**src/shared/pcrc_pkg.sv**
```systemverilog
// constants for the power, clock and reset control block
package pcrc_pkg;
	// register word indices; byte address is four times the index
	localparam logic [7:0] UC_INDEX = 8'h3D;
	localparam logic [7:0] PM_INDEX = 8'h3E;
	localparam logic [7:0] ST_INDEX = 8'h3F;

	// user_control fields
	localparam int UC_CAPTURE_EN_BIT = 6;
	localparam int UC_AUX_EN_BIT     = 5;
	localparam int UC_AUX_RST_BIT    = 3;
	localparam int UC_BUF_CLR_BIT    = 1;
	localparam int UC_GYRO_RST_BIT   = 0;
	localparam logic [7:0] UC_RESET  = 8'h00;

	// power_management fields
	localparam int PM_SOFT_RST_BIT  = 7;
	localparam int PM_SLEEP_BIT     = 6;
	localparam int PM_STBY_X_BIT    = 5;
	localparam int PM_STBY_Y_BIT    = 4;
	localparam int PM_STBY_Z_BIT    = 3;
	localparam int PM_CLK_LSB       = 0;
	localparam int CLK_W            = 3;
	localparam logic [7:0] PM_RESET = 8'h00;

	// status fields
	localparam int ST_SEQ_DONE_BIT = 0;
	localparam int ST_CLK_STOP_BIT = 1;
	localparam int ST_RESERVED_BIT = 2;
	localparam int ST_SRC_LSB      = 3;
	localparam int ST_ASLEEP_BIT   = 6;

	// timing
	localparam int CLK_PERIOD_NS     = 10;
	localparam int FUNC_RESET_NS     = 40;
	localparam int FUNC_RESET_CYCLES =
		(FUNC_RESET_NS + CLK_PERIOD_NS - 1) / CLK_PERIOD_NS;

	typedef enum logic [CLK_W-1:0] {
		CLK_INT_OSC  = 3'h0,
		CLK_PLL_X    = 3'h1,
		CLK_PLL_Y    = 3'h2,
		CLK_PLL_Z    = 3'h3,
		CLK_PLL_32K  = 3'h4,
		CLK_PLL_19M  = 3'h5,
		CLK_RESERVED = 3'h6,
		CLK_STOP     = 3'h7
	} pcrc_clk_t;

	typedef enum logic [2:0] {
		SEQ_PUMP = 3'b001,
		SEQ_OTP  = 3'b010,
		SEQ_RUN  = 3'b100
	} pcrc_seq_t;
endpackage : pcrc_pkg

```
**src/verilog/pcrc_reset_pulse.sv**
```systemverilog
// self-clearing function reset pulse of fixed length
`timescale 1ns/1ps
`default_nettype none
module pcrc_reset_pulse #(
	parameter int CYCLES = 4
) (
	input  wire logic clk,
	input  wire logic rst_n,
	input  wire logic clr,
	input  wire logic start,
	output logic      busy
);
	localparam int CW = $clog2(CYCLES + 1);
	localparam logic [CW-1:0] LOAD = CW'(CYCLES);

	logic [CW-1:0] count;

	// start wins over clear so a request is never dropped
	always_ff @(posedge clk or negedge rst_n) begin
		if (!rst_n) begin
			count <= '0;
		end else if (start) begin
			count <= LOAD;
		end else if (clr) begin
			count <= '0;
		end else if (count != '0) begin
			count <= count - CW'(1);
		end
	end

	assign busy = (count != '0);
endmodule : pcrc_reset_pulse
`default_nettype wire

```
**src/verilog/pcrc_top.sv**
```systemverilog
// power, clock-source and reset control with an AHB-Lite register slave
`timescale 1ns/1ps
`default_nettype none
module pcrc_top #(
	parameter int RESET_CYCLES = pcrc_pkg::FUNC_RESET_CYCLES
) (
	input  wire logic                       clk,
	input  wire logic                       rst_b,
	input  wire logic                       hsel,
	input  wire logic [31:0]                haddr,
	input  wire logic [1:0]                 htrans,
	input  wire logic                       hwrite,
	input  wire logic [2:0]                 hsize,
	input  wire logic [31:0]                hwdata,
	input  wire logic                       hready,
	output logic                            hreadyout,
	output logic                            hresp,
	output logic [31:0]                     hrdata,
	input  wire logic                       pump_ready,
	input  wire logic                       otp_done,
	output logic                            pump_enable,
	output logic                            otp_read,
	input  wire logic                       sample_valid,
	output logic                            buffer_write,
	output logic                            buffer_flush,
	output logic                            aux_master_enable,
	output logic                            aux_passthrough,
	output logic                            aux_reset,
	output logic                            gyro_analog_reset,
	output logic                            gyro_digital_reset,
	output logic                            core_active,
	output logic                            x_axis_standby,
	output logic                            y_axis_standby,
	output logic                            z_axis_standby,
	output logic [pcrc_pkg::CLK_W-1:0]      clock_source,
	output logic                            pll_enable,
	output logic                            clock_stop,
	output logic                            clock_state_reset,
	output logic                            device_soft_reset
);
	import pcrc_pkg::*;

	// reset release synchroniser
	logic rst_meta;
	logic rst_n;

	always_ff @(posedge clk or negedge rst_b) begin
		if (!rst_b) begin
			rst_meta <= 1'b0;
			rst_n    <= 1'b0;
		end else begin
			rst_meta <= 1'b1;
			rst_n    <= rst_meta;
		end
	end

	// bus state
	logic       take;
	logic       wr_pend;
	logic       rd_stage;
	logic [7:0] dp_idx;
	logic       wr_uc;
	logic       wr_pm;

	// register state
	logic                capture_en;
	logic                aux_en;
	logic                sleep;
	logic [2:0]          standby;
	logic [CLK_W-1:0]    clk_sel;
	logic [CLK_W-1:0]    eff_src;
	pcrc_seq_t           seq;
	pcrc_seq_t           next_seq;

	// self-clearing reset pulses
	logic soft_busy;
	logic buf_busy;
	logic aux_busy;
	logic gyro_busy;
	logic [7:0] uc_view;
	logic [7:0] pm_view;
	logic [7:0] st_view;

	assign take  = hsel & htrans[1] & hready;
	assign wr_uc = wr_pend & (dp_idx == UC_INDEX);
	assign wr_pm = wr_pend & (dp_idx == PM_INDEX);

	// address phase capture; reads get one wait state so that hrdata
	// comes from a flop and a read right after a write sees new data
	always_ff @(posedge clk or negedge rst_n) begin
		if (!rst_n) begin
			wr_pend  <= 1'b0;
			rd_stage <= 1'b0;
			dp_idx   <= 8'h00;
		end else begin
			wr_pend  <= take & hwrite;
			rd_stage <= take & ~hwrite;
			if (take) begin
				dp_idx <= haddr[9:2];
			end
		end
	end

	assign hreadyout = ~rd_stage;
	assign hresp     = 1'b0;

	always_comb begin
		uc_view                    = 8'h00;
		uc_view[UC_CAPTURE_EN_BIT] = capture_en;
		uc_view[UC_AUX_EN_BIT]     = aux_en;
		uc_view[UC_AUX_RST_BIT]    = aux_busy;
		uc_view[UC_BUF_CLR_BIT]    = buf_busy;
		uc_view[UC_GYRO_RST_BIT]   = gyro_busy;
	end

	always_comb begin
		pm_view                                = 8'h00;
		pm_view[PM_SOFT_RST_BIT]               = soft_busy;
		pm_view[PM_SLEEP_BIT]                  = sleep;
		pm_view[PM_STBY_X_BIT]                 = standby[2];
		pm_view[PM_STBY_Y_BIT]                 = standby[1];
		pm_view[PM_STBY_Z_BIT]                 = standby[0];
		pm_view[PM_CLK_LSB +: CLK_W]           = clk_sel;
	end

	always_comb begin
		st_view                          = 8'h00;
		st_view[ST_SEQ_DONE_BIT]         = (seq == SEQ_RUN);
		st_view[ST_CLK_STOP_BIT]         = (clk_sel == CLK_STOP);
		st_view[ST_RESERVED_BIT]         = (clk_sel == CLK_RESERVED);
		st_view[ST_SRC_LSB +: CLK_W]     = eff_src;
		st_view[ST_ASLEEP_BIT]           = sleep;
	end

	// read data loaded in the wait cycle; unmapped words read zero
	always_ff @(posedge clk or negedge rst_n) begin
		if (!rst_n) begin
			hrdata <= 32'h00000000;
		end else if (rd_stage) begin
			case (dp_idx)
				UC_INDEX: hrdata <= {24'h000000, uc_view};
				PM_INDEX: hrdata <= {24'h000000, pm_view};
				ST_INDEX: hrdata <= {24'h000000, st_view};
				default:  hrdata <= 32'h00000000;
			endcase
		end
	end

	// soft reset itself is not cleared by its own pulse
	pcrc_reset_pulse #(
		.CYCLES (RESET_CYCLES)
	) u_soft (
		.clk   (clk),
		.rst_n (rst_n),
		.clr   (1'b0),
		.start (wr_pm & hwdata[PM_SOFT_RST_BIT]),
		.busy  (soft_busy)
	);

	pcrc_reset_pulse #(
		.CYCLES (RESET_CYCLES)
	) u_buf (
		.clk   (clk),
		.rst_n (rst_n),
		.clr   (soft_busy),
		.start (wr_uc & hwdata[UC_BUF_CLR_BIT]),
		.busy  (buf_busy)
	);

	pcrc_reset_pulse #(
		.CYCLES (RESET_CYCLES)
	) u_aux (
		.clk   (clk),
		.rst_n (rst_n),
		.clr   (soft_busy),
		.start (wr_uc & hwdata[UC_AUX_RST_BIT]),
		.busy  (aux_busy)
	);

	pcrc_reset_pulse #(
		.CYCLES (RESET_CYCLES)
	) u_gyro (
		.clk   (clk),
		.rst_n (rst_n),
		.clr   (soft_busy),
		.start (wr_uc & hwdata[UC_GYRO_RST_BIT]),
		.busy  (gyro_busy)
	);

	// user_control enables
	always_ff @(posedge clk or negedge rst_n) begin
		if (!rst_n) begin
			capture_en <= UC_RESET[UC_CAPTURE_EN_BIT];
			aux_en     <= UC_RESET[UC_AUX_EN_BIT];
		end else if (soft_busy) begin
			capture_en <= UC_RESET[UC_CAPTURE_EN_BIT];
			aux_en     <= UC_RESET[UC_AUX_EN_BIT];
		end else if (wr_uc) begin
			capture_en <= hwdata[UC_CAPTURE_EN_BIT];
			aux_en     <= hwdata[UC_AUX_EN_BIT];
		end
	end

	// power_management fields other than sleep
	always_ff @(posedge clk or negedge rst_n) begin
		if (!rst_n) begin
			standby <= PM_RESET[PM_STBY_X_BIT:PM_STBY_Z_BIT];
			clk_sel <= PM_RESET[PM_CLK_LSB +: CLK_W];
		end else if (soft_busy) begin
			standby <= PM_RESET[PM_STBY_X_BIT:PM_STBY_Z_BIT];
			clk_sel <= PM_RESET[PM_CLK_LSB +: CLK_W];
		end else if (wr_pm) begin
			standby <= hwdata[PM_STBY_X_BIT:PM_STBY_Z_BIT];
			clk_sel <= hwdata[PM_CLK_LSB +: CLK_W];
		end
	end

	// power-up sequence: pumps, then OTP load, then forced sleep
	always_comb begin
		next_seq = seq;
		case (seq)
			SEQ_PUMP: begin
				if (pump_ready) begin
					next_seq = SEQ_OTP;
				end
			end
			SEQ_OTP: begin
				if (otp_done) begin
					next_seq = SEQ_RUN;
				end
			end
			SEQ_RUN: begin
				next_seq = SEQ_RUN;
			end
			default: begin
				next_seq = SEQ_PUMP;
			end
		endcase
	end

	// soft reset reruns the sequence like a power-up
	always_ff @(posedge clk or negedge rst_n) begin
		if (!rst_n) begin
			seq <= SEQ_PUMP;
		end else if (soft_busy) begin
			seq <= SEQ_PUMP;
		end else begin
			seq <= next_seq;
		end
	end

	// the sequencer's set wins over a software clear in the same cycle
	always_ff @(posedge clk or negedge rst_n) begin
		if (!rst_n) begin
			sleep <= PM_RESET[PM_SLEEP_BIT];
		end else if (soft_busy) begin
			sleep <= PM_RESET[PM_SLEEP_BIT];
		end else if (seq == SEQ_OTP && otp_done) begin
			sleep <= 1'b1;
		end else if (wr_pm) begin
			sleep <= hwdata[PM_SLEEP_BIT];
		end
	end

	// reserved code keeps the last valid source running
	always_ff @(posedge clk or negedge rst_n) begin
		if (!rst_n) begin
			eff_src <= CLK_INT_OSC;
		end else if (soft_busy) begin
			eff_src <= CLK_INT_OSC;
		end else if (clk_sel != CLK_RESERVED) begin
			eff_src <= clk_sel;
		end
	end

	// registered outputs to the analog and datapath sides
	always_ff @(posedge clk or negedge rst_n) begin
		if (!rst_n) begin
			pump_enable        <= 1'b0;
			otp_read           <= 1'b0;
			buffer_write       <= 1'b0;
			buffer_flush       <= 1'b0;
			aux_master_enable  <= 1'b0;
			aux_passthrough    <= 1'b1;
			aux_reset          <= 1'b0;
			gyro_analog_reset  <= 1'b0;
			gyro_digital_reset <= 1'b0;
			device_soft_reset  <= 1'b0;
		end else begin
			pump_enable        <= ~soft_busy;
			otp_read           <= (next_seq == SEQ_OTP) & ~soft_busy;
			// no capture while flushing, asleep or with the clock stopped
			buffer_write       <= sample_valid & capture_en & ~buf_busy
				& ~sleep & (clk_sel != CLK_STOP);
			buffer_flush       <= buf_busy;
			aux_master_enable  <= aux_en;
			aux_passthrough    <= ~aux_en;
			aux_reset          <= aux_busy;
			gyro_analog_reset  <= gyro_busy;
			gyro_digital_reset <= gyro_busy;
			device_soft_reset  <= soft_busy;
		end
	end

	// power and clock outputs
	always_ff @(posedge clk or negedge rst_n) begin
		if (!rst_n) begin
			core_active       <= 1'b1;
			x_axis_standby    <= 1'b0;
			y_axis_standby    <= 1'b0;
			z_axis_standby    <= 1'b0;
			clock_source      <= CLK_INT_OSC;
			pll_enable        <= 1'b0;
			clock_stop        <= 1'b0;
			clock_state_reset <= 1'b0;
		end else begin
			core_active       <= ~sleep;
			x_axis_standby    <= standby[2] | sleep;
			y_axis_standby    <= standby[1] | sleep;
			z_axis_standby    <= standby[0] | sleep;
			clock_source      <= eff_src;
			// PLL sources need the gyro or reference; sleep drops them
			pll_enable        <= ~sleep & (eff_src != CLK_INT_OSC)
				& (eff_src != CLK_STOP);
			clock_stop        <= (clk_sel == CLK_STOP);
			clock_state_reset <= (clk_sel == CLK_STOP);
		end
	end
endmodule : pcrc_top
`default_nettype wire
```
**config.mk**
```make
export PLATFORM = sky130hd
export DESIGN_NAME = pcrc_top
export DESIGN_NICKNAME = d
export VERILOG_FILES = /design/src/shared/pcrc_pkg.sv /design/src/verilog/pcrc_reset_pulse.sv /design/src/verilog/pcrc_top.sv
export SDC_FILE = /design/constraint.sdc
export NUM_CORES = 1
export LEC_CHECK = 0
export BUFFER_PORTS_ARGS = -buffer_cell sky130_fd_sc_hd__buf_2
export CAP_MARGIN = 0
export CORE_UTILIZATION = 44
export CTS_BUF_LIST = sky130_fd_sc_hd__clkbuf_4 sky130_fd_sc_hd__clkbuf_8
export DETAILED_ROUTE_END_ITERATION = 8
export PLACE_DENSITY = 0.81
export SLEW_MARGIN = 20
export SYNTH_ARGS = -nofsm -noshare
export SYNTH_HDL_FRONTEND = slang
export SYNTH_SLANG_ARGS = --single-unit
```
**constraint.sdc**
```tcl
create_clock -name clk -period 1.96 [get_ports clk]
set_clock_uncertainty 0.2 [all_clocks]
set_input_delay 0.196 -clock clk [delete_from_list [all_inputs] [get_ports clk]]
set_output_delay 0.196 -clock clk [all_outputs]
set_load 0.02 [all_outputs]
```
# == Yosys cells after proc, flatten, opt, wreduce, memory -nomap -nowiden ==
# Index checks and enable logic that the tools add are counted.
# word_totals
reg_bits,89
input_bits,77
word_cells,118
# op_classes
n_addsub,4
eq_ne,12
muxes,29
n_bitwise,26
reduce_logical,14
# ops
cell,count
two-way mux 3 bit,20
nonzero test 3 bit,9
"== test 8 x 6 -> 1 bit, second input constant",3
case mux 8 bit (3 select lines),1
AND 1 bit,17
"subtractor 3 x 1 -> 3 bit, second input constant",4
"== test 3 bit, second input constant",3
"!= test 3 bit, second input constant",3
case mux 3 bit (3 select lines),1
nonzero test 2 bit,4
two-way mux 1 bit,7
"== test 3 x 2 -> 1 bit, second input constant",2
NOT 1 bit,6
"== test 3 x 1 -> 1 bit, second input constant",1
OR 1 bit,3
logical AND 1 bit,1

# == Depth between registers and ports, before layout ==
# Gate-level depths: netlist of the first run.
# depth
ltp_word,5
mapped_depth,7
mapped_depth_nobuf,6

# == Hierarchy ==
# A second synthesis of the first run with hierarchy kept.
# hier_totals
cells_unflattened,253
hier_area_um2,3010.4
# by_module_without_submodules
mod,n_inst,cells_each,area_per_inst_um2,seq_area_each_um2
pcrc_top,1,193,2299.7,1330.0
pcrc_reset_pulse,4,15,177.7,75.1

# == Least setup slack after synthesis of the first run ==
# OpenSTA, ideal clock, no wires.
# synth_timing
kind,flip-flop to flip-flop
startpoint,register dp_idx[7]
endpoint,register sleep
setup_ps,127
arrival_ps,1351
required_ps,1633
path_slack_ps,282
path_stages_with_launch,5
synth_period_minus_slack_ps,1678
cell_sequence,dfrtp_1 > or2_1 > buf_6 > or4_4 > mux2i_1
# synth_between
elab_chain_cells,3
# synth_rtl
item,line_no,rtl
start: declaration,pcrc_top.sv:61,logic [7:0] dp_idx;
start signal: assignment,pcrc_top.sv:99,dp_idx <= haddr[9:2];
== test 8 x 6 -> 1 bit,pcrc_top.sv:86,assign wr_pm = wr_pend & (dp_idx == PM_INDEX);
AND 1 bit,pcrc_top.sv:86,
nonzero test 3 bit (no source line),n/a,
end signal: assignment,pcrc_top.sv:255,sleep <= PM_RESET[PM_SLEEP_BIT];
end signal: assignment,pcrc_top.sv:257,sleep <= PM_RESET[PM_SLEEP_BIT];
end signal: assignment,pcrc_top.sv:261,sleep <= hwdata[PM_SLEEP_BIT];
end: declaration,pcrc_top.sv:68,logic sleep;
# Every way passes these cells.
# A chain may end at the register's enable or synchronous reset.

# == Worst setup path in the final report of the first run ==
# layout_timing
startpoint,register dp_idx[0]
endpoint,register aux_en
# layout_between
elab_chain_cells,3
# layout_rtl
item,line_no,rtl
== test 8 x 6 -> 1 bit,pcrc_top.sv:85,assign wr_uc = wr_pend & (dp_idx == UC_INDEX);
AND 1 bit,pcrc_top.sv:85,
nonzero test 2 bit (no source line),n/a,
end signal: assignment,pcrc_top.sv:194,aux_en <= UC_RESET[UC_AUX_EN_BIT];
end signal: assignment,pcrc_top.sv:197,aux_en <= UC_RESET[UC_AUX_EN_BIT];
end signal: assignment,pcrc_top.sv:200,aux_en <= hwdata[UC_AUX_EN_BIT];
end: declaration,pcrc_top.sv:67,logic aux_en;
# Every way passes these cells.

==> qor.txt, run 1 <==
total vias in the final route - 2,121
GRT Util Overall - 17.81%
Synth Area per Inst - 11.22 um2
Final Hold Viols - 0
# IOs - 131
CP Capture Type - flip-flop
RePlAce Congestion - 0.8111
number of global-route vias before repair - 1,966
Setup TNS - 0 ns
Synth Register Bits - 65
commonest non-fill, non-tap cell in the layout - dfrtp_1
post_cts resized - 0
Hold Path Class - reg2async
Longest Clk Path Bufs - 2
status - finished, violations left
adder-cell share of the synthesized area - 3.354%
Post-Syn Area - 2984 um2
worst-path fanout max - 11
IO buf count - 53
worst-case reg-to-reg path depth - 4
Core Region - 6459 um2
Syn Inst Count - 266
multiplexer share of the synthesized area - 7.883%
root buf cell - clkbuf_8
post-layout min period - 1.753 ns
Yosys warnings - 0
Crit Path Category - reg2reg
CTS Buf Count - 9
Max Freq - 570.5 MHz
vias per cell - 4.921
drt wl/cell - 13.60 um
Max-cap violations - 0
commonest cells after routing, fill and taps aside - dfrtp_1, buf_2, conb_1
RSZ-0062 raised after global routing - false
Max Slew Vio Count - 0
postcts setup bufs - 0
CTS H-tree lvls - 3
Sink Count - 65
synth-to-layout area growth - 23.98%
ratio of cells with drive above 1 in the final layout - 28.53%
GRT Residual Overflow - 0
DRC violations left - 9
clock latency on the worst-skew pair - 0.34 ns
Post-Place Setup Slack - 0.2305 ns
Final period util - 89.43%
worst reg-to-reg setup slack - 0.21 ns
Routed WL - 5.860 mm
first-pass GRT wire length - 9.591 mm
DIE AREA - 7116 um2
post-synthesis async set-or-reset flop share - 100.0%
sequential area share after synthesis - 54.63%
slowest stage cell, crit path - dfrtp_1
power density cells - 901.1 nW/um2
Clock transition at path regs - 0.07 ns
Antenna Violating Nets Remaining - 0
die span in y - 84.36 um
reg2reg start - dp_idx[0]
XOR/XNOR Fraction of Synth Area - 1.174%
EDFF count, synth - 0
ant diodes - 0
Net count, final - 434
CTS tree - built
Worst VDD drop - 0.5968 mV
Main synth FF type - dfrtp_1
endpoints failing setup - 0
die span in x - 84.36 um
post-synthesis cell type count - 47
initial antenna violation count - 0
Critical Path RT - 2.03 ns
fill cell count - 554
failing checks - DRC
startpoint type of the worst setup path - flip-flop
largest net degree at the start of global routing - 47
Reg2Reg Capture Point - aux_en
CP peak stage delay - 0.49 ns
Synth Area in Compound Gates - 9.727%
drt first pass iters - 6
largest registers - dp_idx x8, hrdata x8
final setup margin - 0.2071 ns
num rows - 29
crit path cell chain - nor2b_1, and4_1, buf_4, mux2i_1
largest family of logic cells by synthesized area - simple AND/OR/NAND/NOR gates
crit path DAT - 1.82 ns
Detail Placement HPWL - 4.086 mm
drt initial violations - 123
Starting Density - 46.20%
Synth Area in Simple Gates - 12.08%
hold buffers post-CTS - 21
Lkg Pwr - 1.841 nW
## cells by family after synthesis
family,after synthesis
flops,65
simple gates,67
mux,22
xor+xnor,4
buf+inv,57
fa+ha+maj,8
other cells,2
compound gates,41
## stage by stage
stage / util (%) / instances / hold WS [ns] / power [mW] / area [um2]
after floorplan: - / 290 / -0.2996 / 1.965 / 3075
after global placement: 50.70 / 394 / -0.2177 / 2.092 / 3274
after detailed placement: 50.70 / 394 / -0.2178 / 2.112 / 3274
after CTS: 57.28 / 431 / 0.007385 / 3.358 / 3700
after global routing: 57.28 / 431 / 0.03440 / 3.502 / 3700
final: 57.28 / 431 / 0.001092 / 3.334 / 3700
## power breakdown
group	switching [mW]	internal [mW]	total, mW
logic	0.356	0.248	0.604
clock network	0.496	0.719	1.21
registers	0.0713	1.44	1.52
## synthesized netlist by cell type (all sizes together), types with 2 or more instances
cell / instances / area, um2
nand2b: 2 / 12.51
nor3: 5 / 25.02
nor2b: 2 / 12.51
and2: 2 / 12.51
xor2: 3 / 26.28
mux2i: 10 / 100.1
dfstp: 3 / 78.83
nand3: 3 / 15.01
nor2: 10 / 37.54
nand2: 25 / 93.84
buf: 31 / 227.7
a22o: 3 / 26.28
nor4: 3 / 33.78
nand3b: 2 / 15.01
a21oi: 6 / 30.03
a22oi: 3 / 22.52
o2bb2ai: 5 / 43.79
a211oi: 7 / 52.55
ha: 8 / 100.1
conb: 2 / 7.510
o41ai: 3 / 26.28
and3: 2 / 12.51
or2: 4 / 25.03
o21ai: 8 / 40.04
mux2: 12 / 135.1
inv: 22 / 82.58
clkbuf: 4 / 15.01
dfrtp: 62 / 1551
## cell type report
cell class | count | area, um2 | area share, %
Sequential cell | 65 | 1632 | 44.10
Multi-Input combinational cell | 168 | 1119 | 30.23
Timing Repair Buffer | 83 | 555.5 | 15.02
Clock buffer | 14 | 180.2 | 4.870
Tap cell | 77 | 96.34 | 2.604
Inverter | 22 | 82.58 | 2.232
Clock inverter | 2 | 35.03 | 0.9469
## critical path: cells and delay by family (launching register included)
| family | cells | cell delay [ns] |
|---|---|---|
| and+or+nand+nor | 2 | 0.58 |
| DFF | 1 | 0.49 |
| buffers and inverters | 1 | 0.20 |
| muxes | 1 | 0.21 |
## metal layers
metal / GRT usage (%) / share of wire, % / routed length (um) / up-vias
met5: 0 / 0 / 0 / -
li1: - / - / - / 1021
met4: 7.396 / 1.8 / 104 / 0
met3: 5.900 / 5.8 / 338 / 10
met2: 29.43 / 48 / 2814 / 68
met1: 21.52 / 44 / 2604 / 1022
## how the worst max path moves through the flow
stage | from | to | slack (ns) | depth (start not counted)
after floorplan | dp_idx[7] | sleep | 0.28 | 4
after global placement | u_gyro.count[0] | hrdata[0] | 0.23 | 6
after CTS | rd_stage | hreadyout | 0.18 | 2
after global routing | u_gyro.count[0] | hrdata[0] | 0.07 | 6
final | dp_idx[0] | aux_en | 0.21 | 4
after detailed placement | dp_idx[7] | standby[2] | 0.23 | 3
No activity file was read; power rests on OpenSTA's default activity.
==> run 2: changes to the inputs <==
--- a/config.mk
+++ b/config.mk
@@ -7,10 +7,12 @@
 export LEC_CHECK = 0
 export BUFFER_PORTS_ARGS = -buffer_cell sky130_fd_sc_hd__buf_2
 export CAP_MARGIN = 0
+export CORE_ASPECT_RATIO = 1.5
 export CORE_UTILIZATION = 44
 export CTS_BUF_LIST = sky130_fd_sc_hd__clkbuf_4 sky130_fd_sc_hd__clkbuf_8
 export DETAILED_ROUTE_END_ITERATION = 8
 export PLACE_DENSITY = 0.81
+export RECOVER_POWER = 100
 export SLEW_MARGIN = 20
 export SYNTH_ARGS = -nofsm -noshare
 export SYNTH_HDL_FRONTEND = slang
==> run 2 against run 1 <==
The run now ends clean. Core utilization shrank 2.1 points. Critical path depth fell by 1. Sequential cell count stayed put. Sequential share of layout area rose by 1.2 points. First-iteration DRC count down 11%. Die area is essentially flat. Clock power down 12%. Clock-buffer cell count is 4 lower. Critical path type unchanged. Largest cell class unchanged.
==> qor.txt, run 2 (synthesis results as in run 1) <==
CTS H-tree lvls - 3
Sink Count - 65
synth-to-layout area growth - 20.71%
ratio of cells with drive above 1 in the final layout - 18.98%
status - finished, final reports clean
initial antenna violation count - 0
largest net degree at the start of global routing - 47
Max Freq - 538.0 MHz
post-layout min period - 1.859 ns
root buf cell - clkbuf_8
RSZ-0062 raised after global routing - false
Worst VDD drop - 0.6583 mV
global-route track usage on met2 - 33.61%
num rows - 36
largest registers - dp_idx x8, hrdata x8
ant diodes - 0
RePlAce Congestion - 0.8400
relative slew slack - 52.46%
die span in x - 69.24 um
final instance area - 3602 um2
Final period util - 94.83%
Net count, final - 433
Crit Path Category - reg2reg
startpoint type of the worst setup path - flip-flop
power density cells - 874.9 nW/um2
CTS Buf Count - 9
Max Slew Vio Count - 0
Max-cap violations - 0
worst-path fanout max - 5
Routed WL - 5.932 mm
drt wl/cell - 13.83 um
CP Capture Type - flip-flop
first-pass GRT wire length - 9.901 mm
grt met3 use - 3.812%
GRT Residual Overflow - 0
Clock transition at path regs - 0.07 ns
vias per cell - 5.012
final cell count without fillers - 429
Critical Path RT - 1.98 ns
Tightest Pin Transition - 0.7131 ns
IO buf count - 53
fill cell count - 588
dpl cell area - 3266 um2
DRC violations left - 0
DIE AREA - 7122 um2
placed cell count - 392
gr busiest metal - met2
tightest hold margin - 0.04033 ns
crit path DAT - 1.88 ns
die span in y - 102.9 um
Detail Placement HPWL - 4.206 mm
GRT Util Overall - 18.04%
number of global-route vias before repair - 2,121
postcts setup bufs - 0
commonest cells after routing, fill and taps aside - dfrtp_1, clkbuf_1, conb_1
Starting Density - 45.69%
Final Hold Viols - 0
Antenna Violating Nets Remaining - 0
commonest non-fill, non-tap cell in the layout - dfrtp_1
drt first pass iters - 4
clock latency on the worst-skew pair - 0.34 ns
Core Region - 6531 um2
Hold Path Class - in2reg
Lkg Pwr - 1.693 nW
endpoints failing setup - 0
total vias in the final route - 2,150
# IOs - 131
CTS tree - built
Setup TNS - 0 ns
drt initial violations - 110
met1 Use GR - 19.46%
Longest Clk Path Bufs - 2
run 2: cell types whose count changed in the layout (fill, tap and decap cells not counted), sizes merged:
cell and change:
bufinv -1, clkbuf +31, inv +4, clkinv +1, buf -36
run 2: repair_timing:
| item | in CTS | in global routing |
|---|---|---|
| gates resized for setup | 0 | 1 |
| endpoints found under the setup margin | 0 | 1 |
| hold buffers | 21 | 0 |
| endpoints found under the hold margin | 33 | 0 |
run 2: power by group:
part / switching, mW / internal [mW] / leakage [nW] / total [mW]
combinational: 0.349 / 0.226 / 0.732 / 0.575
sequential: 0.0715 / 1.44 / 0.864 / 1.51
clock: 0.551 / 0.511 / 0.0981 / 1.06
run 2: area by class of cell:
type,count,area [um2],share of cell area (%)
Tap cell,76,95.09,2.640
Sequential cell,65,1630,45.26
Timing Repair Buffer,82,485.5,13.48
Clock inverter,6,48.80,1.355
Multi-Input combinational cell,168,1122,31.16
Clock buffer,10,137.6,3.821
Inverter,22,82.58,2.292
run 2: worst max-delay path, stage by stage, from the launching register on:
cell and delay [ns]:
dfrtp_1 0.38, or2_0 0.35, or4_1 0.65, mux2i_1 0.16
run 2: worst paths after layout:
path                                 start  cells past startpoint  slack (ns)             end
max in group asynchronous            rst_n                      1        0.32  u_buf.count[2]
worst max-delay path             dp_idx[7]                      3        0.10           sleep
worst min register to register       rst_n                      0        0.09     pump_enable
min in group asynchronous            rst_n                      0        0.09     pump_enable
worst max register to register   dp_idx[7]                      3        0.10           sleep
worst min-delay path            pump_ready                      4        0.04          seq[0]
run 2: metal layers:
| layer | part of all wire (%) | vias to the layer above |
|---|---|---|
| met3 | 4.1 | 11 |
| met4 | 2.2 | 0 |
| met5 | 0 | - |
| met1 | 38 | 1046 |
| li1 | - | 1025 |
| met2 | 56 | 68 |
run 2: metrics by stage:
stage / worst slack [ns] / power (mW) / utilization [%]
floorplan: 0.2819 / 1.965 / -
global placement: 0.2339 / 2.083 / 50.00
detailed placement: 0.1622 / 2.109 / 50.00
CTS: 0.07961 / 3.207 / 56.07
global route: 0.04466 / 3.317 / 55.15
finish: 0.1014 / 3.151 / 55.15
